===== config.mk =====
export PLATFORM = sky130hd
export DESIGN_NAME = mic_input_ctrl
export DESIGN_NICKNAME = d
export VERILOG_FILES = /design/src/logic/mic_pkg.sv /design/src/logic/mic_input_ctrl.sv
export SDC_FILE = /design/constraint.sdc
export NUM_CORES = 1
export LEC_CHECK = 0
export ABC_AREA = 1
export BUFFER_PORTS_ARGS = -buffer_cell sky130_fd_sc_hd__buf_2
export CORE_UTILIZATION = 35
export CTS_CLUSTER_SIZE = 20
export DETAILED_ROUTE_END_ITERATION = 16
export PLACE_DENSITY = 0.55
export SLEW_MARGIN = 20
export SYNTH_ARGS = -nofsm -noshare
export SYNTH_HDL_FRONTEND = slang
export SYNTH_SLANG_ARGS = --single-unit
export TNS_END_PERCENT = 50

===== constraint.sdc =====
create_clock -name clk -period 2.45 [get_ports clk]
set_clock_uncertainty 0.2 [all_clocks]
set_input_delay 0.1225 -clock clk [delete_from_list [all_inputs] [get_ports clk]]
set_output_delay 0.1225 -clock clk [all_outputs]
set_load 0.005 [all_outputs]

===== src/logic/mic_pkg.sv =====
// package for the modulator input control block: map, fields, types
// assumes a 32-bit apb slave with one aligned word per register
package mic_pkg;

  localparam int NCH = 4;
  localparam int HIST_W = 11;
  localparam int CNT_W = 4;
  localparam int TRANS_W = 10;
  localparam int DIV_W = 3;

  // per-channel register window, four words each
  localparam logic [11:0] CH_STRIDE  = 12'h0010;
  localparam logic [11:0] MAP_TOP    = 12'h0040;
  localparam logic [1:0]  IDX_CTRL   = 2'h0;
  localparam logic [1:0]  IDX_CLKDIV = 2'h1;
  localparam logic [1:0]  IDX_STATUS = 2'h2;

  // field positions
  localparam int CTRL_MODE_LSB = 0;
  localparam int CTRL_CD_BIT   = 2;
  localparam int CTRL_HIST_LSB = 16;
  localparam int DIV_LSB       = 0;
  localparam int STAT_LAST_BIT = 0;
  localparam int STAT_STKY_BIT = 1;

  // transitions gathered per calibration cycle
  localparam logic [TRANS_W-1:0] CAL_LAST = 10'h03FF;
  localparam logic [CNT_W-1:0]   CNT_MAX  = 4'hF;

  typedef enum logic [1:0] {
    MODE_CLK_RISE = 2'h0,
    MODE_CLK_BOTH = 2'h1,
    MODE_MANCH    = 2'h2,
    MODE_SYS_DIV  = 2'h3
  } mic_mode_e;

  typedef enum logic [2:0] {
    CAL_OFF  = 3'b001,
    CAL_RUN  = 3'b010,
    CAL_EVAL = 3'b100
  } mic_cal_e;

  typedef struct packed {
    mic_mode_e        mode;
    logic             drive_out;
    logic [DIV_W-1:0] div_sel;
  } mic_cfg_s;

  localparam mic_cfg_s CFG_RST = '{MODE_CLK_RISE, 1'b0, 3'h0};

endpackage : mic_pkg


===== src/logic/mic_input_ctrl.sv =====
// modulator input control for four filter channels, apb register access
// assumes modulator clock/data pins are synchronous to clk; the filter
// clock leaves as a one-cycle strobe in the clk domain with its data bit
//
// The register offsets and the APB interface to the registers were decided locally.
`timescale 1ns/10ps
`default_nettype none

module mic_input_ctrl #(
  parameter int NCH = mic_pkg::NCH
) (
  // clock and reset
  input  wire logic              clk,
  input  wire logic              reset,
  // apb slave
  input  wire logic              psel,
  input  wire logic              penable,
  input  wire logic              pwrite,
  input  wire logic [11:0]       paddr,
  input  wire logic [31:0]       pwdata,
  output logic      [31:0]       prdata,
  output logic                   pready,
  output logic                   pslverr,
  // modulator pins, the clock pin is two-way
  input  wire logic [NCH-1:0]    modulator_data_pin,
  input  wire logic [NCH-1:0]    modulator_clock_pin_i,
  output logic      [NCH-1:0]    modulator_clock_pin_o,
  output logic      [NCH-1:0]    modulator_clock_pin_oe,
  // to the downstream filter units
  output logic      [NCH-1:0]    filter_strobe,
  output logic      [NCH-1:0]    filter_data
);

  // first zero after a one, followed later by another one
  function automatic logic [4:0] gap_search(
    input logic [mic_pkg::HIST_W-1:0] h
  );
    logic       seen;
    logic       gap;
    logic       hit;
    logic [3:0] z;
    seen = 1'b0;
    gap  = 1'b0;
    hit  = 1'b0;
    z    = 4'h0;
    for (int i = 0; i < mic_pkg::HIST_W; i++) begin
      if (!hit) begin
        if (h[i]) begin
          hit  = gap;
          seen = 1'b1;
        end else if (seen && !gap) begin
          gap = 1'b1;
          z   = 4'(i);
        end
      end
    end
    return {hit, z};
  endfunction : gap_search

  // apb decode shared by the read mux and write path
  function automatic logic addr_ok(input logic [11:0] a);
    return (a < mic_pkg::MAP_TOP) && (a[1:0] == 2'h0) &&
           (a[3:2] != 2'h3);
  endfunction : addr_ok

  logic                         pready_r;
  logic                         pslverr_r;
  logic [31:0]                  prdata_r;
  logic                         xfer;
  logic [1:0]                   rsel_ch;
  logic [1:0]                   rsel_idx;

  mic_pkg::mic_cfg_s            cfg_r     [NCH];
  logic [mic_pkg::HIST_W-1:0]   hist_r    [NCH];
  logic                         last_r    [NCH];
  logic                         stky_r    [NCH];
  logic                         strobe_r  [NCH];
  logic                         data_r    [NCH];
  logic                         clk_out_r [NCH];
  logic                         clk_oe_r  [NCH];

  assign rsel_ch  = paddr[5:4];
  assign rsel_idx = paddr[3:2];
  // a transfer completes at the edge where pready is seen high
  assign xfer     = psel && penable && pready_r;

  // one wait state so read data can come from a flop
  always_ff @(posedge clk) begin
    if (reset) begin
      pready_r  <= 1'b0;
      pslverr_r <= 1'b0;
      prdata_r  <= 32'h0000_0000;
    end else begin
      pready_r  <= psel && penable && !pready_r;
      pslverr_r <= psel && penable && !pready_r && !addr_ok(paddr);
      prdata_r  <= 32'h0000_0000;
      if (psel && penable && !pready_r && !pwrite && addr_ok(paddr)) begin
        case (rsel_idx)
          mic_pkg::IDX_CTRL: begin
            prdata_r[mic_pkg::CTRL_MODE_LSB +: 2] <= cfg_r[rsel_ch].mode;
            prdata_r[mic_pkg::CTRL_CD_BIT] <= cfg_r[rsel_ch].drive_out;
            prdata_r[mic_pkg::CTRL_HIST_LSB +: mic_pkg::HIST_W] <=
              hist_r[rsel_ch];
          end
          mic_pkg::IDX_CLKDIV: begin
            prdata_r[mic_pkg::DIV_LSB +: mic_pkg::DIV_W] <=
              cfg_r[rsel_ch].div_sel;
          end
          mic_pkg::IDX_STATUS: begin
            prdata_r[mic_pkg::STAT_LAST_BIT] <= last_r[rsel_ch];
            prdata_r[mic_pkg::STAT_STKY_BIT] <= stky_r[rsel_ch];
          end
          default: begin
            prdata_r <= 32'h0000_0000;
          end
        endcase
      end
    end
  end

  assign pready  = pready_r;
  assign pslverr = pslverr_r;
  assign prdata  = prdata_r;

  for (genvar c = 0; c < NCH; c++) begin : g_ch
    logic                              sel_w;
    logic                              clk_q_r;
    logic                              clk_rise;
    logic                              clk_fall;
    logic [2:0]                        msync_r;
    logic                              m_edge;
    logic [mic_pkg::CNT_W-1:0]         gap_cnt_r;
    logic [mic_pkg::TRANS_W-1:0]       trans_r;
    logic [mic_pkg::HIST_W-1:0]        work_r;
    logic [3:0]                        thr_r;
    logic                              thr_ok_r;
    logic                              half_r;
    logic [4:0]                        srch;
    logic [mic_pkg::DIV_W-1:0]         div_cnt_r;
    logic                              div_tick;
    logic                              second_r;
    mic_pkg::mic_cal_e                 cal_r;

    assign sel_w    = xfer && pwrite && addr_ok(paddr) &&
                      (rsel_ch == 2'(c));
    assign clk_rise = modulator_clock_pin_i[c] && !clk_q_r;
    assign clk_fall = !modulator_clock_pin_i[c] && clk_q_r;
    // only the second and third sync stages are compared
    assign m_edge   = msync_r[2] ^ msync_r[1];
    assign srch     = gap_search(work_r);
    assign div_tick = (div_cnt_r == cfg_r[c].div_sel);

    // software configuration
    always_ff @(posedge clk) begin
      if (reset) begin
        cfg_r[c] <= mic_pkg::CFG_RST;
      end else if (sel_w && rsel_idx == mic_pkg::IDX_CTRL) begin
        cfg_r[c].mode      <= mic_pkg::mic_mode_e'(
          pwdata[mic_pkg::CTRL_MODE_LSB +: 2]);
        cfg_r[c].drive_out <= pwdata[mic_pkg::CTRL_CD_BIT];
      end else if (sel_w && rsel_idx == mic_pkg::IDX_CLKDIV) begin
        cfg_r[c].div_sel <= pwdata[mic_pkg::DIV_LSB +: mic_pkg::DIV_W];
      end
    end

    // modulator clock edge detect, pin taken as synchronous
    always_ff @(posedge clk) begin
      if (reset) begin
        clk_q_r <= 1'b0;
      end else begin
        clk_q_r <= modulator_clock_pin_i[c];
      end
    end

    // manchester input synchroniser
    always_ff @(posedge clk) begin
      if (reset) begin
        msync_r <= 3'h0;
      end else begin
        msync_r <= {msync_r[1:0], modulator_data_pin[c]};
      end
    end

    // system clock divider and modulator clock drive for mode 3
    always_ff @(posedge clk) begin
      if (reset) begin
        div_cnt_r    <= 3'h0;
        clk_out_r[c] <= 1'b0;
        clk_oe_r[c]  <= 1'b0;
      end else begin
        div_cnt_r <= div_tick ? 3'h0 : div_cnt_r + 3'h1;
        if (div_tick) begin
          clk_out_r[c] <= !clk_out_r[c];
        end
        clk_oe_r[c] <= (cfg_r[c].mode == mic_pkg::MODE_SYS_DIV) &&
                       cfg_r[c].drive_out;
      end
    end

    // calibration sequencer
    always_ff @(posedge clk) begin
      if (reset) begin
        cal_r <= mic_pkg::CAL_OFF;
      end else begin
        case (cal_r)
          mic_pkg::CAL_OFF: begin
            if (cfg_r[c].mode == mic_pkg::MODE_MANCH) begin
              cal_r <= mic_pkg::CAL_RUN;
            end
          end
          mic_pkg::CAL_RUN: begin
            if (cfg_r[c].mode != mic_pkg::MODE_MANCH) begin
              cal_r <= mic_pkg::CAL_OFF;
            end else if (m_edge && trans_r == mic_pkg::CAL_LAST) begin
              cal_r <= mic_pkg::CAL_EVAL;
            end
          end
          mic_pkg::CAL_EVAL: begin
            cal_r <= (cfg_r[c].mode == mic_pkg::MODE_MANCH) ?
                     mic_pkg::CAL_RUN : mic_pkg::CAL_OFF;
          end
          default: begin
            cal_r <= mic_pkg::CAL_OFF;
          end
        endcase
      end
    end

    // interval timing and working histogram
    always_ff @(posedge clk) begin
      if (reset) begin
        gap_cnt_r <= 4'h0;
        trans_r   <= 10'h000;
        work_r    <= 11'h000;
      end else if (cal_r != mic_pkg::CAL_RUN) begin
        gap_cnt_r <= 4'h0;
        trans_r   <= 10'h000;
        work_r    <= 11'h000;
      end else if (m_edge) begin
        gap_cnt_r <= 4'h0;
        trans_r   <= trans_r + 10'h001;
        // the first edge of a cycle only starts the timing, no interval yet
        if (trans_r != 10'h000 && gap_cnt_r < 4'(mic_pkg::HIST_W)) begin
          work_r[gap_cnt_r] <= 1'b1;
        end
      end else if (gap_cnt_r != mic_pkg::CNT_MAX) begin
        gap_cnt_r <= gap_cnt_r + 4'h1;
      end
    end

    // end of cycle results: histogram, threshold, fail flags
    always_ff @(posedge clk) begin
      if (reset) begin
        hist_r[c] <= 11'h000;
        last_r[c] <= 1'b0;
        thr_r     <= 4'h0;
        thr_ok_r  <= 1'b0;
      end else if (cal_r == mic_pkg::CAL_EVAL) begin
        hist_r[c] <= work_r;
        last_r[c] <= !srch[4];
        if (srch[4]) begin
          thr_r    <= srch[3:0];
          thr_ok_r <= 1'b1;
        end
      end
    end

    // sticky fail: a failing evaluation wins over a clearing read
    always_ff @(posedge clk) begin
      if (reset) begin
        stky_r[c] <= 1'b0;
      end else if (cal_r == mic_pkg::CAL_EVAL && !srch[4]) begin
        stky_r[c] <= 1'b1;
      end else if (xfer && !pwrite && addr_ok(paddr) &&
                   rsel_ch == 2'(c) &&
                   rsel_idx == mic_pkg::IDX_STATUS) begin
        stky_r[c] <= 1'b0;
      end
    end

    // filter strobe and data per input mode
    always_ff @(posedge clk) begin
      if (reset) begin
        strobe_r[c] <= 1'b0;
        data_r[c]   <= 1'b0;
        half_r      <= 1'b0;
        second_r    <= 1'b0;
      end else begin
        strobe_r[c] <= 1'b0;
        case (cfg_r[c].mode)
          mic_pkg::MODE_CLK_RISE: begin
            if (clk_rise) begin
              strobe_r[c] <= 1'b1;
              data_r[c]   <= modulator_data_pin[c];
            end
          end
          mic_pkg::MODE_CLK_BOTH: begin
            if (clk_rise || clk_fall) begin
              strobe_r[c] <= 1'b1;
              data_r[c]   <= modulator_data_pin[c];
            end
          end
          mic_pkg::MODE_MANCH: begin
            // clock pin not looked at here
            if (m_edge && thr_ok_r) begin
              if (gap_cnt_r >= thr_r || half_r) begin
                strobe_r[c] <= 1'b1;
                data_r[c]   <= msync_r[1];
                half_r      <= 1'b0;
              end else begin
                half_r <= 1'b1;
              end
            end
          end
          mic_pkg::MODE_SYS_DIV: begin
            if (div_tick && !clk_out_r[c]) begin
              second_r <= !second_r;
              if (second_r) begin
                strobe_r[c] <= 1'b1;
                data_r[c]   <= modulator_data_pin[c];
              end
            end
          end
          default: begin
            strobe_r[c] <= 1'b0;
          end
        endcase
      end
    end

    // single strobe is the only rate reference for downstream units
    assign filter_strobe[c]          = strobe_r[c];
    assign filter_data[c]            = data_r[c];
    assign modulator_clock_pin_o[c]  = clk_out_r[c];
    assign modulator_clock_pin_oe[c] = clk_oe_r[c];
  end

endmodule : mic_input_ctrl

`default_nettype wire


==> impl_metrics.ini <==
[global_route]
antenna_found_initial = 0
globalRouteOverflowTotal = 0
grt_pass1_vias = 10200
grt_start_max_net_pins = 27
grt_first_pass_wirelength_um = 49300
gr-max-usage-layer = met2
use_met3_pct = 3.06
grt_usage_pct = 15.5
grt.met1_usage_pct = 20.8
globalRouteMet2Util_pct = 25.1

[floorplanning]
io_pins = 107
start_util_pct = 35.5
dieArea_sq_mm = 0.0389
fp.dieW_um = 197
core_area_sq_mm = 0.0376
row_count = 71
die_h_um = 197

[yosys]
syn_area_sq_mm = 0.0133
yosysMostFrequentCell = nand2_1
ys_types = 60
yosys_warnings = 0
synth_ff_type = dfxtp_1
synth_common_cells = 258 x nand2_1, 246 x nor2_1, 219 x inv_1, 191 x dfxtp_1, 120 x a21oi_1
avgSynthCellArea_sq_um = 8.10
syn_inst = 1647
synthTopCellsByArea = dfxtp_1 29%, edfxtp_1 19%, nand2_1 7.3%
async_flop_share_pct = 0
yosysTopAreaCellShare_pct = 28.7
synth_enable_flop_cells = 85
synth_top_area_cell = dfxtp_1
seq_area_frac_synth_pct = 47.8
ys_ff_latch = 276

[pwr]
powerDensity_mw_per_mm2 = 636
vdd_drop_max_v = 0.000349
p_leak_nw = 6.10

[setup_path]
critPathKind = reg2reg
cp_data_required_time_ns = 2.55
cp_common_cell = nand2_1
cp_max_fo = 4
worst_path_max_delay_cell = dfxtp_2
cp_top_family = compound AO/OA/AOI/OAI gates
cp_num_buf_inv = 3
end_kind = flip-flop
cp-start-kind = flip-flop
path_cells = inv_1 -> ha_1 -> inv_1 -> a21boi_0 -> o21a_1 -> o21ai_0 -> nand2_1 -> nand2_1 -> clkinv_1 -> nand2_1 -> o211ai_1 -> o21ai_0 -> a21oi_1
cp_data_arrival_time_ns = 2.37
slowest_delay_ns = 0.35

[clock_tree]
clock_latency_ns = 0.57
clk_pin_slew_worst_paths_ns = 0.06
cts_buffers = 31
h-tree-depth = 1
root_buffer = clkbuf_16
cts.sinks = 276
cts_tree = built
cts_buffer_depth = 3

[sta]
hold_violations = 0
period_share_pct = 92.8
fmax_ghz = 0.440
slew-limit-headroom_pct = 45.4
setup_viol = 0
fin_setup_tns_ns = 0
tightest_slew_ns = 0.813
min_period_ns = 2.27
slew_viol_final = 0
rsz0062_at_grt = false

[finish]
syn_to_final_growth_pct = 15.3
drive_gt1_share_pct = 11.5
final_util_pct = 41.0
multi_input_area_sq_mm = 0.00573
nets = 1846
diodes = 0
seqCellArea_sq_mm = 0.00638
fill_cells = 3813

[detailed_routing]
drc = 0
drtIter0Drc = 705
vias_per_cell = 4.74
wl_um = 30000
wl_per_cell_um = 13.2
drtAntennaViolNets = 0
drtPass1Iterations = 6
vias = 10800

[run_status]
status = complete, no violations

[place]
gp_congestion = 0.892
port_buffers = 59
place_hpwl_um = 22300

[min_path]
hp-class = in2reg

[run]
max_cap_viol_count = 0
-- path summary, 6_finish.rpt --
kind | end | cells past startpoint | slack (ns) | startpoint
max | data_r[2] | 13 | 0.18 | g_ch[2].gap_cnt_r[0]
min | stky_r[2] | 6 | 0.15 | paddr[1]
max reg2reg | data_r[2] | 13 | 0.18 | g_ch[2].gap_cnt_r[0]
min reg2reg | g_ch[2].msync_r[1] | 2 | 0.21 | g_ch[2].msync_r[0]
-- cell type report --
class	count	area share [%]
tap	511	4.15
sequential	276	41.4
clock inverter	20	0.951
multi-input combinational	1078	37.2
clock buffer	38	5.28
timing repair buffer	114	5.10
inverter	240	5.85
-- power breakdown --
group | leakage [nW] | internal, mW | total (mW) | switching [mW]
Clock | 0.473 | 2.55 | 4.40 | 1.85
Combinational | 3.23 | 0.191 | 0.492 | 0.301
Sequential | 2.40 | 4.83 | 4.89 | 0.0642
-- what timing repair did --
action,CTS,global route
endpoints found under the hold margin,79,0
setup endpoints to repair,0,3
buffers inserted,0,0
hold buffers,31,0
resized for setup,0,4
-- layout by cell type (no fill, tap or decap), types with 29 or more instances in the layout --
cell and n:
dfxtp_1 188, nand2_1 258, buf_2 59, a21oi_1 120, nand3_1 90, nor2_1 246
o21ai_0 44, nand4_1 29, clkbuf_16 31, dlygate4sd3_1 31, inv_1 218, edfxtp_1 85
ha_1 48
-- cell families (layout without fill, tap and decap cells) --
logic type,after synthesis,in the layout,synth area share [%]
other,2,19,0.0563
adders and majority gates,48,48,4.50
buffers and inverters,310,412,9.77
and+or+nand+nor,716,716,24.0
DFF,276,276,47.8
xor gates and xnor gates,26,26,1.82
AOI/OAI and AO/OA,269,269,12.1
-- worst reg2reg max path: stages (launching register included) --
cell      delay, ns
dfxtp_2        0.35
inv_1          0.10
ha_1           0.30
inv_1          0.05
a21boi_0       0.07
o21a_1         0.16
o21ai_0        0.16
nand2_1        0.08
nand2_1        0.09
clkinv_1       0.08
nand2_1        0.10
o211ai_1       0.12
o21ai_0        0.11
a21oi_1        0.06
-- sequential cells by signal, summed over array words and instances (netlist names), 12 cells and up --
signal	count
g_ch.trans_r	40
g_ch.div_cnt_r	12
g_ch.work_r	44
g_ch.cal_r	12
hist_r	44
cfg_r	24
prdata	14
g_ch.msync_r	12
g_ch.thr_r	16
g_ch.gap_cnt_r	16
-- per-layer routing --
metal	routed length [um]	up-vias
li1	-	5556
met1	14300	4980
met2	13300	202
met3	1630	46
met4	648	0
met5	0	-
-- metrics by stage --
step / total power [mW] / area, sq um / setup WS, ns / std cells / hold slack, ns
after floorplan: 5.32 / 13400 / 0.377 / 1664 / 0.0295
after global placement: 5.43 / 14100 / 0.165 / 2188 / 0.151
after detailed placement: 5.45 / 14100 / 0.136 / 2188 / 0.152
after CTS: 9.90 / 15400 / 0.118 / 2277 / 0.113
after global routing: 10.2 / 15400 / 0.0327 / 2277 / 0.155
final: 9.78 / 15400 / 0.177 / 2277 / 0.148
Power figures use the tool's default switching activity.
